--- config.mk ---
export PLATFORM = sky130hd
export DESIGN_NAME = ffam_core
export DESIGN_NICKNAME = d
export VERILOG_FILES = /design/src/hw/ffam_pkg.sv /design/src/hw/ffam_cfg_if.sv /design/src/hw/ffam_core.sv /design/src/hw/ffam_cfg.sv
export VERILOG_INCLUDE_DIRS = /design/src /design/src/hw
export SDC_FILE = /design/constraint.sdc
export NUM_CORES = 1
export LEC_CHECK = 0
export ABC_AREA = 0
export BUFFER_PORTS_ARGS = -buffer_cell sky130_fd_sc_hd__clkbuf_2
export CAP_MARGIN = 20
export CORE_ASPECT_RATIO = 1.5
export CORE_MARGIN = 2
export CORE_UTILIZATION = 51
export CTS_BUF_LIST = sky130_fd_sc_hd__clkbuf_4 sky130_fd_sc_hd__clkbuf_8 sky130_fd_sc_hd__clkbuf_16
export DETAILED_ROUTE_END_ITERATION = 8
export PLACE_DENSITY_LB_ADDON = 0.15
export SETUP_SLACK_MARGIN = 0.15
export SYNTH_ARGS = -nofsm -noshare
export SYNTH_HDL_FRONTEND = slang
export SYNTH_SLANG_ARGS = --single-unit
export TNS_END_PERCENT = 50
--- constraint.sdc ---
create_clock -name clk -period 3.1 [get_ports clk]
set_clock_uncertainty 0.1 [all_clocks]
set_input_delay 0.93 -clock clk [delete_from_list [all_inputs] [get_ports clk]]
set_output_delay 0.93 -clock clk [all_outputs]
set_load 0.1 [all_outputs]
--- src/hw/ffam_params.svh ---
// Offsets, field positions, reset values and masks of the fault flag block
`ifndef FFAM_PARAMS_SVH
`define FFAM_PARAMS_SVH

// ----------------------------------------------------------------------------
// Register offsets
// ----------------------------------------------------------------------------
`define FFAM_ADDR_GEN_CFG    8'h01
`define FFAM_ADDR_MODE_CFG   8'h02
`define FFAM_ADDR_STATUS     8'h07
`define FFAM_ADDR_MASK       8'h08

// ----------------------------------------------------------------------------
// Status and mask bit positions
// ----------------------------------------------------------------------------
`define FFAM_BIT_EDGE        0
`define FFAM_BIT_CRC         1
`define FFAM_BIT_CFG         2
`define FFAM_BIT_OVC         3

// ----------------------------------------------------------------------------
// Alert mask: writable bits 8,7,6,4,3,2,1,0; bit 5 and 23:9 reserved
// ----------------------------------------------------------------------------
`define FFAM_MASK_WMASK      24'h0001DF
`define FFAM_MASK_RESET      24'h000000

// ----------------------------------------------------------------------------
// General config fields
// ----------------------------------------------------------------------------
`define FFAM_GEN_BUF_LSB     0
`define FFAM_GEN_OVC_MODE    6
`define FFAM_GEN_CRC_EN      7
`define FFAM_GEN_RESET       8'h00

// ----------------------------------------------------------------------------
// Mode config fields and legal code limits
// ----------------------------------------------------------------------------
`define FFAM_MODE_OUT_LSB    0
`define FFAM_MODE_PA_LSB     4
`define FFAM_MODE_PC_LSB     8
`define FFAM_MODE_MUX_LSB    12
`define FFAM_OUT_BAD_LO      4'h9
`define FFAM_PAIR_BAD_LO     4'h5
`define FFAM_PAIR_BAD_HI     4'h8
`define FFAM_DAC_LO          4'h1
`define FFAM_DAC_HI          4'h8
`define FFAM_DAC_BUFS        6'h03
`define FFAM_NUM_CHAN        3'h6

`endif

--- src/hw/ffam_pkg.sv ---
// Types shared by the fault flag and alert mask block
package ffam_pkg;

   typedef logic [23:0] ffam_word_t;
   typedef logic [7:0]  ffam_addr_t;

   // Configuration holder state
   typedef struct packed {
      logic [5:0] buf_on;
      logic       ovc_mode;
      logic       crc_en;
      logic [3:0] out_mode;
      logic [3:0] pair_a;
      logic [3:0] pair_c;
      logic [2:0] mux_sel;
      logic       err_evt;
   } ffam_cfg_s;

   // Flag core state
   typedef struct packed {
      logic       ovc_meta;
      logic       ovc_sync;
      logic       ovc_flag;
      logic       cfg_sticky;
      logic       crc_flag;
      logic       edge_flag;
      ffam_word_t mask;
      ffam_word_t rdata;
      logic       alert_n;
   } ffam_core_s;

endpackage : ffam_pkg

--- src/hw/ffam_cfg_if.sv ---
// Signals between the flag core and the configuration holder
`timescale 1ns/1ps
`default_nettype none

interface ffam_cfg_if;
   import ffam_pkg::*;

   logic       wr_gen;
   logic       wr_mode;
   ffam_word_t wdata;
   logic [5:0] buf_on;
   logic       ovc_mode;
   logic       crc_en;
   logic [3:0] out_mode;
   logic [3:0] pair_a;
   logic [3:0] pair_c;
   logic [2:0] mux_sel;
   logic       err_evt;
   logic       mux_bad;

   modport core (
      output wr_gen, wr_mode, wdata,
      input  buf_on, ovc_mode, crc_en, out_mode, pair_a, pair_c, mux_sel, err_evt, mux_bad
   );
   modport cfg (
      input  wr_gen, wr_mode, wdata,
      output buf_on, ovc_mode, crc_en, out_mode, pair_a, pair_c, mux_sel, err_evt, mux_bad
   );
endinterface : ffam_cfg_if

`default_nettype wire

--- src/hw/ffam_core.sv ---
// Fault flags, clear rules, alert mask and active-low alert output
// Overview of operation
// - Overcurrent flag bit 3 follows output demand above about 50 mA.
// - Automatic clear mode: overcurrent flag clears once the condition is gone.
// - Host clear mode: overcurrent flag holds until status read.
// - Bad output or input-pair codes rejected, old kept, config flag set.
// - DAC mode with buffers off powers them up and sets config flag.
// - Mux on powered-down buffer holds config flag while it persists.
// - Checksum flag bit 1 sets on CRC mismatch only when enabled.
// - Edge flag bit 0 sets on GPI edge, cleared by read.
// - Mask bits 3:0 each gate their own flag; writable bits 8:6 and 4 gate nothing; reset value zero.
`timescale 1ns/1ps
`default_nettype none
`include "ffam_params.svh"

module ffam_core (
   input  wire logic              clk,
   input  wire logic              reset,
   input  wire logic              reg_wr,
   input  wire logic              reg_rd,
   input  wire ffam_pkg::ffam_addr_t reg_addr,
   input  wire ffam_pkg::ffam_word_t reg_wdata,
   output logic [23:0]            reg_rdata,
   input  wire logic              overcurrent_pin,
   input  wire logic              crc_mismatch,
   input  wire logic [5:0]        gpi_edge,
   output logic [5:0]             buffer_power,
   output logic [3:0]             output_mode_code,
   output logic                   alert_n
);
   import ffam_pkg::*;

   // ----------------------------------------------------------------------------
   // State
   // ----------------------------------------------------------------------------
   ffam_core_s st_ff;
   ffam_core_s nxt_st;
   ffam_cfg_if cfg_bus ();

   logic       rd_status;
   logic [3:0] status_now;

   ffam_cfg u_cfg (
      .clk   (clk),
      .reset (reset),
      .cfg   (cfg_bus.cfg)
   );

   assign cfg_bus.wr_gen  = reg_wr && (reg_addr == `FFAM_ADDR_GEN_CFG);
   assign cfg_bus.wr_mode = reg_wr && (reg_addr == `FFAM_ADDR_MODE_CFG);
   assign cfg_bus.wdata   = reg_wdata;

   assign rd_status = reg_rd && (reg_addr == `FFAM_ADDR_STATUS);

   // ----------------------------------------------------------------------------
   // Status as seen by a read
   // ----------------------------------------------------------------------------
   always_comb begin
      status_now                 = 4'h0;
      status_now[`FFAM_BIT_OVC]  = st_ff.ovc_flag;
      status_now[`FFAM_BIT_CFG]  = st_ff.cfg_sticky | cfg_bus.mux_bad;
      status_now[`FFAM_BIT_CRC]  = st_ff.crc_flag;
      status_now[`FFAM_BIT_EDGE] = st_ff.edge_flag;
   end

   // ----------------------------------------------------------------------------
   // Next state
   // ----------------------------------------------------------------------------
   always_comb begin
      logic [3:0] nxt_status;
      nxt_status = 4'h0;
      nxt_st     = st_ff;

      // Pin is asynchronous to clk
      nxt_st.ovc_meta = overcurrent_pin;
      nxt_st.ovc_sync = st_ff.ovc_meta;

      if (cfg_bus.ovc_mode) begin
         nxt_st.ovc_flag = st_ff.ovc_sync | (st_ff.ovc_flag & ~rd_status);
      end else begin
         nxt_st.ovc_flag = st_ff.ovc_sync;
      end

      nxt_st.cfg_sticky = cfg_bus.err_evt | (st_ff.cfg_sticky & ~rd_status);

      nxt_st.crc_flag = (crc_mismatch & cfg_bus.crc_en) | (st_ff.crc_flag & ~rd_status);

      nxt_st.edge_flag = (|gpi_edge) | (st_ff.edge_flag & ~rd_status);

      if (reg_wr && (reg_addr == `FFAM_ADDR_MASK)) begin
         nxt_st.mask = reg_wdata & `FFAM_MASK_WMASK;
      end

      // Read data captures flags before the clear lands
      nxt_st.rdata = '0;
      if (reg_rd) begin
         unique case (reg_addr)
            `FFAM_ADDR_STATUS: begin
               nxt_st.rdata[3:0] = status_now;
            end
            `FFAM_ADDR_MASK: begin
               nxt_st.rdata = st_ff.mask;
            end
            `FFAM_ADDR_GEN_CFG: begin
               nxt_st.rdata[`FFAM_GEN_BUF_LSB +: 6] = cfg_bus.buf_on;
               nxt_st.rdata[`FFAM_GEN_OVC_MODE]     = cfg_bus.ovc_mode;
               nxt_st.rdata[`FFAM_GEN_CRC_EN]       = cfg_bus.crc_en;
            end
            `FFAM_ADDR_MODE_CFG: begin
               nxt_st.rdata[`FFAM_MODE_OUT_LSB +: 4] = cfg_bus.out_mode;
               nxt_st.rdata[`FFAM_MODE_PA_LSB +: 4]  = cfg_bus.pair_a;
               nxt_st.rdata[`FFAM_MODE_PC_LSB +: 4]  = cfg_bus.pair_c;
               nxt_st.rdata[`FFAM_MODE_MUX_LSB +: 3] = cfg_bus.mux_sel;
            end
            default: begin
               nxt_st.rdata = '0;
            end
         endcase
      end

      // Alert tracks next flag values so it changes with the flags
      nxt_status[`FFAM_BIT_OVC]  = nxt_st.ovc_flag;
      nxt_status[`FFAM_BIT_CFG]  = nxt_st.cfg_sticky | cfg_bus.mux_bad;
      nxt_status[`FFAM_BIT_CRC]  = nxt_st.crc_flag;
      nxt_status[`FFAM_BIT_EDGE] = nxt_st.edge_flag;
      nxt_st.alert_n = ~|(nxt_status & nxt_st.mask[3:0]);
   end

   // ----------------------------------------------------------------------------
   // Registers
   // ----------------------------------------------------------------------------
   always_ff @(posedge clk) begin
      if (reset) begin
         st_ff          <= '0;
         st_ff.mask     <= `FFAM_MASK_RESET;
         st_ff.alert_n  <= 1'b1;
      end else begin
         st_ff <= nxt_st;
      end
   end

   assign reg_rdata        = st_ff.rdata;
   assign alert_n          = st_ff.alert_n;
   assign buffer_power     = cfg_bus.buf_on;
   assign output_mode_code = cfg_bus.out_mode;

endmodule : ffam_core

`default_nettype wire

--- src/hw/ffam_cfg.sv ---
// Configuration holder: mode code checks and input buffer forcing
`timescale 1ns/1ps
`default_nettype none
`include "ffam_params.svh"

module ffam_cfg (
   input  wire logic   clk,
   input  wire logic   reset,
   ffam_cfg_if.cfg     cfg
);
   import ffam_pkg::*;

   ffam_cfg_s st_ff;
   ffam_cfg_s nxt_st;

   function automatic logic ffam_pair_bad(input logic [3:0] code);
      ffam_pair_bad = (code >= `FFAM_PAIR_BAD_LO) && (code <= `FFAM_PAIR_BAD_HI);
   endfunction : ffam_pair_bad

   function automatic logic [5:0] ffam_dac_bufs(input logic [3:0] code);
      ffam_dac_bufs = ((code >= `FFAM_DAC_LO) && (code <= `FFAM_DAC_HI)) ? `FFAM_DAC_BUFS : 6'h00;
   endfunction : ffam_dac_bufs

   always_comb begin
      logic [3:0] w_out;
      logic [3:0] w_pa;
      logic [3:0] w_pc;
      logic [5:0] need;
      w_out  = cfg.wdata[`FFAM_MODE_OUT_LSB +: 4];
      w_pa   = cfg.wdata[`FFAM_MODE_PA_LSB +: 4];
      w_pc   = cfg.wdata[`FFAM_MODE_PC_LSB +: 4];
      need   = 6'h00;
      nxt_st = st_ff;
      nxt_st.err_evt = 1'b0;
      if (cfg.wr_gen) begin
         nxt_st.buf_on   = cfg.wdata[`FFAM_GEN_BUF_LSB +: 6];
         nxt_st.ovc_mode = cfg.wdata[`FFAM_GEN_OVC_MODE];
         nxt_st.crc_en   = cfg.wdata[`FFAM_GEN_CRC_EN];
      end
      if (cfg.wr_mode) begin
         if (w_out >= `FFAM_OUT_BAD_LO) begin
            nxt_st.err_evt = 1'b1;
         end else begin
            nxt_st.out_mode = w_out;
            need            = ffam_dac_bufs(w_out);
         end
         if (ffam_pair_bad(w_pa)) begin
            nxt_st.err_evt = 1'b1;
         end else begin
            nxt_st.pair_a = w_pa;
         end
         if (ffam_pair_bad(w_pc)) begin
            nxt_st.err_evt = 1'b1;
         end else begin
            nxt_st.pair_c = w_pc;
         end
         nxt_st.mux_sel = cfg.wdata[`FFAM_MODE_MUX_LSB +: 3];
         if ((need & ~nxt_st.buf_on) != 6'h00) begin
            nxt_st.buf_on  = nxt_st.buf_on | need;
            nxt_st.err_evt = 1'b1;
         end
      end
   end

   always_ff @(posedge clk) begin
      if (reset) begin
         st_ff <= '0;
      end else begin
         st_ff <= nxt_st;
      end
   end

   assign cfg.buf_on   = st_ff.buf_on;
   assign cfg.ovc_mode = st_ff.ovc_mode;
   assign cfg.crc_en   = st_ff.crc_en;
   assign cfg.out_mode = st_ff.out_mode;
   assign cfg.pair_a   = st_ff.pair_a;
   assign cfg.pair_c   = st_ff.pair_c;
   assign cfg.mux_sel  = st_ff.mux_sel;
   assign cfg.err_evt  = st_ff.err_evt;
   assign cfg.mux_bad  = (st_ff.mux_sel < `FFAM_NUM_CHAN) && !st_ff.buf_on[st_ff.mux_sel];

endmodule : ffam_cfg

`default_nettype wire

---- Word-level counts from Yosys, hierarchy flattened ----
Cells that the tools add are included.
word-level totals
  bits of input ports ..................... 44
  output and inout bits ................... 35
  register bits ........................... 54
operators by class
  muxes and demuxes ....................... 17
  equal/unequal tests ..................... 4
  $lt $le $gt $ge ......................... 9
  bitwise gates (word level) .............. 21
  reduce and logical (&&, ||, !) cells .... 18
operators by type and width
  operator                                                                             count
  6-bit 2-to-1 mux                                                                     4
  4-bit one-hot mux with 4 select lines                                                1
  7-bit one-hot mux with 2 select lines                                                1
  4-bit <= comparator, second input constant                                           3
  4-bit one-hot mux with 3 select lines                                                1
  8-bit by 1-bit == test with 1-bit output, second input constant                      1
  8-bit by 2-bit == test with 1-bit output, second input constant                      1
  8-bit by 3-bit == test with 1-bit output, second input constant                      1
  8-bit by 4-bit == test with 1-bit output, second input constant                      1
  4-bit by 3-bit greater-or-equal comparator with 1-bit output, second input constant  2
  1-bit logical AND                                                                    8
  8-bit 2-to-1 mux                                                                     1
  6-bit AND                                                                            1
  1-bit 2-to-1 mux                                                                     6
  1-bit inverter                                                                       6
  6-bit inverter                                                                       1
  1-bit OR                                                                             6
  6-bit OR                                                                             1
  2-bit AND reduction                                                                  3
  6-bit nonzero test                                                                   1
  6-bit OR reduction                                                                   1
  1-bit AND                                                                            5
  4-bit AND                                                                            1
  4-bit by 1-bit greater-or-equal comparator with 1-bit output, second input constant  1
  9 further kinds                                                                      11

---- Depth between registers and ports, before layout ----
Gate-level depths: netlist of the first run.
  depth in word-level cells ............... 9
  depth in mapped cells ................... 7
  mapped depth without buffers ............ 4

---- Modules after synthesis ----
From an unflattened synthesis of the first run, not the netlist that was laid out.
unflattened totals
  cells, all modules ...................... 283
  area total of the unflattened synthesis .. 2676.3 sq um
modules (own cells, without submodules)
  module     sequential area each (sq um)  times used  cells an instance  area each (sq um)
  ffam_core  600.6                         1           163                1507.7
  ffam_cfg   480.5                         1           120                1168.6

---- Worst setup path before layout of the first run ----
No wires, ideal clock.
  path kind ............................... input-to-reg
  from .................................... input port reg_addr[7]
  to ...................................... register u_cfg.st_ff, in the netlist u_cfg.cfg.pair_a[2]
  arrival time ............................ 2.635 ns
  setup slack ............................. 0.294 ns
  stages .................................. 5
  setup time .............................. 0.070 ns
  cells stage by stage .................... or4_1 or4_1 buf_2 or4_1 a21oi_1
on the way
  word-level cells in the longest chain between the ends .. 3
ends and longest elaborated chain
  what                                      RTL line         text
  from (decl)                               ffam_core.sv:21  input wire ffam_pkg::ffam_addr_t reg_addr,
  8-bit by 2-bit == test with 1-bit output  -
  1-bit logical AND                         ffam_core.sv:50  assign cfg_bus.wr_mode = reg_wr && (reg_addr == `FFAM_ADDR_MODE_CFG);
  2-bit AND reduction (no line)             -
  to (signal assigned)                      ffam_cfg.sv:69   st_ff <= nxt_st;
  to (decl)                                 ffam_cfg.sv:13   ffam_cfg_s st_ff;
Every way passes these cells.
A chain may end at the register's enable or synchronous reset.

---- Worst setup path after layout of the first run ----
  from .................................... input port reg_addr[7]
  to ...................................... register u_cfg.st_ff, in the netlist u_cfg.cfg.pair_c[3]
Same word-level chain as after synthesis.

==> results of run 1 <==
area by class of cell:
cell class	count	area (sq um)	share of cell area [%]
clock buffers	8	110	3.75
inverters	8	30.0	1.02
multi-input cells	185	1240	42.1
repair buffers	73	398	13.5
flip-flops and latches	54	1080	36.8
well taps	66	82.6	2.81
flip-flops by register name (all words and copies together), names as in the netlist, 2 cells and up, named ones only:
| register | flops |
|---|---|
| u_cfg.cfg.mux_sel | 3 |
| u_cfg.cfg.pair_c | 4 |
| u_cfg.cfg.pair_a | 4 |
| u_cfg.cfg.out_mode | 4 |
| reg_rdata | 15 |
| u_cfg.cfg.buf_on | 2 |
| st_ff | 13 |
layout by cell type, fill, tap and decap left out, types with 3 or more instances in the layout:
master and instances:
o31ai_1 17, o21ai_0 7, inv_1 8, nand4_1 12
or4_1 5, and2_1 6, a222oi_1 6, mux2i_1 16
buf_4 13, nand3_1 4, nor3_1 3, conb_1 9
a32oi_1 3, o2111ai_1 3, a22oi_1 4, nor2_1 22
a21oi_1 25, clkbuf_2 60, dfxtp_1 54, nand2_1 5
clkbuf_8 8, nand2b_1 6
metrics by stage:
step	cell area [sq um]	hold slack, ns	util (%)	power [mW]	worst slack [ns]
3_5_place_dp	2830	0.325	58.3	0.855	0.102
2_1_floorplan	2600	0.314	-	0.817	0.294
5_1_grt	2940	0.374	60.6	1.33	0.165
3_3_place_gp	2830	0.318	58.3	0.854	0.0656
6_report	2940	0.333	60.6	1.29	0.446
4_1_cts	2940	0.347	60.6	1.30	0.425
worst max-delay path, cell delays in order:
cell and delay, ns:
clkbuf_2 0.08, or4_1 0.54, or4_1 0.60, buf_4 0.25
o31ai_1 0.24, a21oi_1 0.10
report_power, final:
part / leakage [nW] / internal [mW] / total [mW] / switching (mW)
sequential: 0.436 / 0.696 / 0.697 / 0.00143
clock: 0.0575 / 0.226 / 0.452 / 0.226
combinational: 0.619 / 0.0328 / 0.143 / 0.110
kinds of logic after synthesis:
kind of cell	Yosys count
compound gates	79
xor+xnor	1
buf+inv	49
flops	54
mux	16
other cells	1
simple gates	80
cell usage after synthesis (3+ instances only):
master	count
and2_1	6
buf_4	24
a32oi_1	3
a22oi_1	4
nor3_1	3
nand4_1	12
nand3_1	4
clkbuf_1	11
inv_1	8
mux2i_1	16
dfxtp_1	54
o2111ai_1	3
nor2_1	22
o31ai_1	17
nand2b_1	6
o21ai_0	7
buf_2	6
a21oi_1	25
nand2_1	5
a222oi_1	6
or4_1	5
per-layer routing:
metal / routed length [um] / up-vias / share of wire, %
met5: 0 / - / 0
met4: 267 / 0 / 4.2
met3: 400 / 19 / 6.2
met2: 3220 / 100 / 50
met1: 2520 / 1087 / 39
li1: - / 1121 / -
worst min path at each step:
stage	endpoint	slack, ns	cells after the start
finish	st_ff[53]$_SDFF_PP0_	0.33	1
global route	st_ff[53]$_SDFF_PP0_	0.37	1
CTS	st_ff[53]$_SDFF_PP0_	0.35	1
detailed placement	st_ff[53]$_SDFF_PP0_	0.33	1
global placement	st_ff[53]$_SDFF_PP0_	0.32	1
floorplan	st_ff[53]$_SDFF_PP0_	0.31	1
==> reports/qor.txt, run 1 <==
Nets@finish: 371
Asr flop ratio synth: 0%
Die Width: 61.9 um
DR WL/cell: 16.3 um
Synth Instances: 280
Main combinational cell family by area after synthesis: compound AO/OA/AOI/OAI gates
CP endpoint kind: flop
Area contributors post-synth: dfxtp_1, buf_4, mux2i_1
Sequential share of the synthesized area: 42.1%
CTS sink cnt: 54
Row count: 31
Busiest grt layer: met2
Critical Path Source: reg_addr[7]
Setup crit end: u_cfg.cfg.pair_c[3]$_SDFFE_PP0P_
Number of global-route vias before repair: 2152
RR Endpoint: reg_rdata[2]$_SDFF_PP0_
Clock period minus worst slack: 2.65 ns
Max-slew headroom: 64.5%
Initial antenna violation count: 0
LEAKAGE: 1.11 nW
Worst EP required: 3.18 ns
Mapped Avg Cell Area: 9.17 sq um
VDD IR-drop max: 294 uV
CTS tree: done
Post-synthesis mux area share: 6.23%
Overall die area: 0.00563 sq mm
Total gr overflow: 0
Num ports: 79
Met1 Usage GRT: 29.5%
Detail Route Antenna Nets: 0
Final setup vio count: 0
Grt met2 use: 38.3%
First-pass GRT wire length: 10300 um
Num CTS Buffers: 5
Yosys warns: 0
Max-Cap Viols: 0
Clock buffer depth: 2
Slew Limit Fails: 0
Fin cells: 394
Pwr dens: 440 mW/mm^2
Synth Area in Compound Gates: 21.4%
Total iterations of the first detailed-routing run: 5
Initial core utilization: 53.0%
Final TNS setup: 0 ns
Die height: 90.9 um
# placed instances: 386
Adder-cell area share of the yosys netlist: 0%
CTS root buffer: clkbuf_8
Post-DP HPWL: 4710 um
Crit-path max FO: 15
FF-to-FF setup slack: 1.52 ns
CTS clock-pin slew for the worst setup and hold paths: 0.10 ns
Crit start category: primary input
Layout cells sized above 1: 26.2%
Status: complete, no violations
H-tree Lvls: 2
Yosys top cell by area: dfxtp_1
DRC: 0
Origin of the critical flop-to-flop path: u_cfg.cfg.mux_sel[0]$_SDFFE_PP0P_
Clk_lat worst skew: 0.31 ns
Mapped Area: 0.00257 sq mm
DR iter-0 viols: 179
Xor and xnor fraction of the mapped netlist area: 0.341%
Hold Crit Start: nxt_st[53]$_SDFF_PP0_
Post-synthesis cell type count: 46
Critical path class: in -> reg
Cts hold-fix bufs: 0
Largest net degree at the start of global routing: 40
Seq cells post-synth: 54
Global placement routability congestion: 0.939
Met3 global-route usage: 4.30%
Slew @ Worst Pin: 0.517 ns
Fin crit share: 85.6%
Reg2Reg Depth: 4
Synth top area share: 42.1%
F_max: 377 MHz
RSZ-0062 raised after global routing: false
Ys flop type: dfxtp_1
Hold Vio Cnt, Final: 0
Area Growth Syn to Fin: 14.4%
GRT Overall Usage: 24.2%
Hold Crit Class: reg -> reg
Number of fill cells: 460
I/O Buffers: 60
EDFF count, synth: 0
Final wirelength: 6410 um
Synth Area in Simple Gates: 18.9%
Core area: 0.00485 sq mm
Antenna cells: 0
Post-CTS resize count: 0
Postcts setup bufs: 0
Vias: 2327
Data arrival, critical path: 2.74 ns
Via/cell ratio: 5.91
Power figures use the tool's default switching activity.
==> inputs of run 2 (changes only) <==
--- a/config.mk
+++ b/config.mk
@@ -18,5 +18,6 @@
 export SETUP_SLACK_MARGIN = 0.15
 export SYNTH_ARGS = -nofsm -noshare
 export SYNTH_HDL_FRONTEND = slang
+export SYNTH_HIERARCHICAL = 1
 export SYNTH_SLANG_ARGS = --single-unit
 export TNS_END_PERCENT = 50
==> reports/qor.txt, run 2 <==
Most instantiated cells after synthesis: dfxtp_1, nor2_1, buf_4
Synth Area in Compound Gates: 20.4% (-0.95 points)
Area Growth Syn to Fin: 14.0%
Post-DP HPWL: 4660 um (-0.97%)
Sw Pwr: 0.355 mW (+5.2%)
Final wirelength: 6220 um (-2.9%)
Post-synthesis mux area share: 6.87% (+0.64 points)
Crit-path max FO: 9 (-6)
Crit start category: primary input
Int Power: 0.978 mW (+2.5%)
CTS clock-pin slew for the worst setup and hold paths: 0.09 ns (about the same)
Number of global-route vias before repair: 1961 (-8.9%)
Global placement routability congestion: 0.839 (-11%)
Die Width: 63.1 um (+1.9%)
Num CTS Buffers: 5 (unchanged)
Clock period minus worst slack: 2.62 ns (-0.0310 ns)
Main combinational cell family by area after synthesis: simple AND/OR/NAND/NOR gates
Layout Utilization: 60.0% (-0.60 points)
Row count: 32 (+3.2%)
DR iter-0 viols: 180 (+0.56%)
CTS sink cnt: 54 (unchanged)
Overall die area: 0.00585 sq mm (+4.0%)
Num ports: 79 (unchanged)
Xor and xnor fraction of the mapped netlist area: 0.327% (-0.014 points)
Sequential share of the synthesized area: 40.4% (-1.7 points)
Largest net degree at the start of global routing: 47 (+18%)
Ys flop type: dfxtp_1
Initial antenna violation count: 0 (unchanged)
EDFF count, synth: 0 (unchanged)
Initial core utilization: 52.6% (-0.35 points)
Clock power frac: 36.6% (+1.6 points)
Asr flop ratio synth: 0% (unchanged)
Via/cell ratio: 5.71 (-3.4%)
Slew Limit Fails: 0 (unchanged)
Detail Route Antenna Nets: 0 (unchanged)
Final setup vio count: 0 (unchanged)
VDD IR-drop max: 303 uV (+3.1%)
Most common cell after layout, fill and taps aside: clkbuf_2
Nets@finish: 374 (+0.81%)
DRC: 0 (unchanged)
Post-CTS resize count: 0 (unchanged)
Mapped Area: 0.00268 sq mm (+4.2%)
Total iterations of the first detailed-routing run: 5 (unchanged)
Vias: 2277 (-2.1%)
FF-to-FF setup slack: 1.31 ns (-0.21 ns)
I/O Buffers: 60 (unchanged)
Clk_lat worst skew: 0.32 ns (about the same)
Yosys top cell by area: dfxtp_1
Post-synthesis cell type count: 55 (+20%)
Status: complete, no violations
CP endpoint kind: flop
Origin of the critical flop-to-flop path: u_cfg/cfg.mux_sel[0]$_SDFFE_PP0P_
Synth Area in Simple Gates: 21.5% (+2.6 points)
Slew @ Worst Pin: 0.546 ns (+0.0288 ns)
Hold Crit Class: reg -> reg
Pwr dens: 437 mW/mm^2 (-0.58%)
CTS tree: done
Dominant cell by count in the synthesized netlist: dfxtp_1
Adder-cell area share of the yosys netlist: 0% (unchanged)
Tot Pwr: 1.33 mW (+3.2%)
LEAKAGE: 1.16 nW (+4.0%)
Die height: 92.7 um (+2.0%)
Data arrival, critical path: 2.77 ns (+0.03 ns)
H-tree Lvls: 2 (unchanged)
Critical Path Source: reg_addr[5]
Mapped Avg Cell Area: 9.46 sq um (+3.1%)
Fin cells: 399 (+1.3%)
CTS root buffer: clkbuf_8
F_max: 381 MHz (+1.2%)
Hold Crit Start: nxt_st[53]$_SDFF_PP0_
Max-slew headroom: 63.8% (-0.78 points)
Area contributors post-synth: dfxtp_1, buf_4, mux2i_1
First-pass GRT wire length: 9630 um (-6.3%)
Postcts setup bufs: 0 (unchanged)
Worst EP required: 3.25 ns (+0.07 ns)
# placed instances: 391 (+1.3%)
Max reg flops: 15 (unchanged)
Layout cells sized above 1: 29.6% (+3.4 points)
Core area: 0.00508 sq mm (+4.9%)
RSZ-0062 raised after global routing: false
Synth Instances: 283 (+1.1%)
Final TNS setup: 0 ns (unchanged)
Synth top area share: 40.4% (-1.7 points)
Commonest cells after routing, fill and taps aside: clkbuf_2, dfxtp_1, nor2_1
Hold Vio Cnt, Final: 0 (unchanged)
Yosys warns: 6 (+6)
Sequential power share: 52.3% (-1.7 points)
Fin crit share: 84.6% (-1.0 points)
GRT Overall Usage: 21.2% (-3.0 points)
Total gr overflow: 0 (unchanged)
Clock buffer depth: 2 (unchanged)
Cts hold-fix bufs: 0 (unchanged)
Critical path class: in -> reg
Max-Cap Viols: 0 (unchanged)
DR WL/cell: 15.6 um (-4.1%)
Seq cells post-synth: 54 (unchanged)
Logic pwr share: 11.0% (about the same)
Antenna cells: 0 (unchanged)
Switching share of power: 26.6% (+0.51 points)
## run 2: changes by cell type after synthesis, moves of 4 or more
cell	change
and3_1	+5
inv_1	-4
nand2_1	+5
a21oi_1	-5
nand2b_1	+10
o31ai_1	-14
nand4_1	-8
clkbuf_1	-5
nand3_1	+5
## run 2: area by class of cell
cell class,instances,area (sq um)
Inverter,5,23.8
Clock buffer,5,68.8
Timing Repair Buffer,71,383
Tap cell,68,85.1
Clock inverter,3,47.5
Fill cell,487,2030
Sequential cell,54,1080
Multi-Input combinational cell,193,1360
## run 2: final timing paths
path                                                         end  depth (start not counted)
worst min register to register              st_ff[53]$_SDFF_PP0_                          1
worst min-delay path                        st_ff[53]$_SDFF_PP0_                          1
worst max register to register                alert_n$_SDFF_PP1_                          5
worst max-delay path            u_cfg/cfg.pair_a[1]$_SDFFE_PP0P_                          7
## run 2: layer usage
layer / wire, um / up-vias / share of wire (%) / global-route usage, %
met3: 363 / 16 / 5.8 / 3.16
met2: 3090 / 84 / 50 / 36.5
met5: 0 / - / 0 / 0
met1: 2570 / 1075 / 41 / 25.5
li1: - / 1102 / - / -
met4: 197 / 0 / 3.2 / 10.0
## run 2: logic make-up (layout without fill, tap and decap cells)
family,count (synthesis),count (layout)
buffers and inverters,44,84
AND/OR/NAND/NOR,97,97
other,1,9
multiplexers,17,17
flip-flops,54,54
AO/OA/AOI/OAI,69,69
XOR/XNOR,1,1
## run 2: through the flow
stage / instance area [sq um] / hold slack [ns] / worst slack [ns]
after CTS: 3050 / 0.355 / 0.488
after global routing: 3050 / 0.374 / 0.414
final: 3050 / 0.349 / 0.477
after global placement: 2930 / 0.318 / 0.186
after floorplan: 2730 / 0.314 / 0.0809
after detailed placement: 2930 / 0.334 / 0.163
## run 2: critical path, cell delays in order
cell	delay (ns)
clkbuf_2	0.09
or4_4	0.58
nor4_4	0.34
and2_4	0.24
clkinv_4	0.10
a211oi_4	0.28
mux2i_1	0.20
## run 2: power groups by stage
| stage | clock network [mW] | logic (mW) | registers [mW] |
|---|---|---|---|
| after floorplan | 0 | 0.106 | 0.715 |
| after global placement | 0 | 0.146 | 0.714 |
| after detailed placement | 0 | 0.146 | 0.714 |
| after CTS | 0.499 | 0.147 | 0.698 |
| after global routing | 0.518 | 0.156 | 0.698 |
| final | 0.489 | 0.147 | 0.698 |
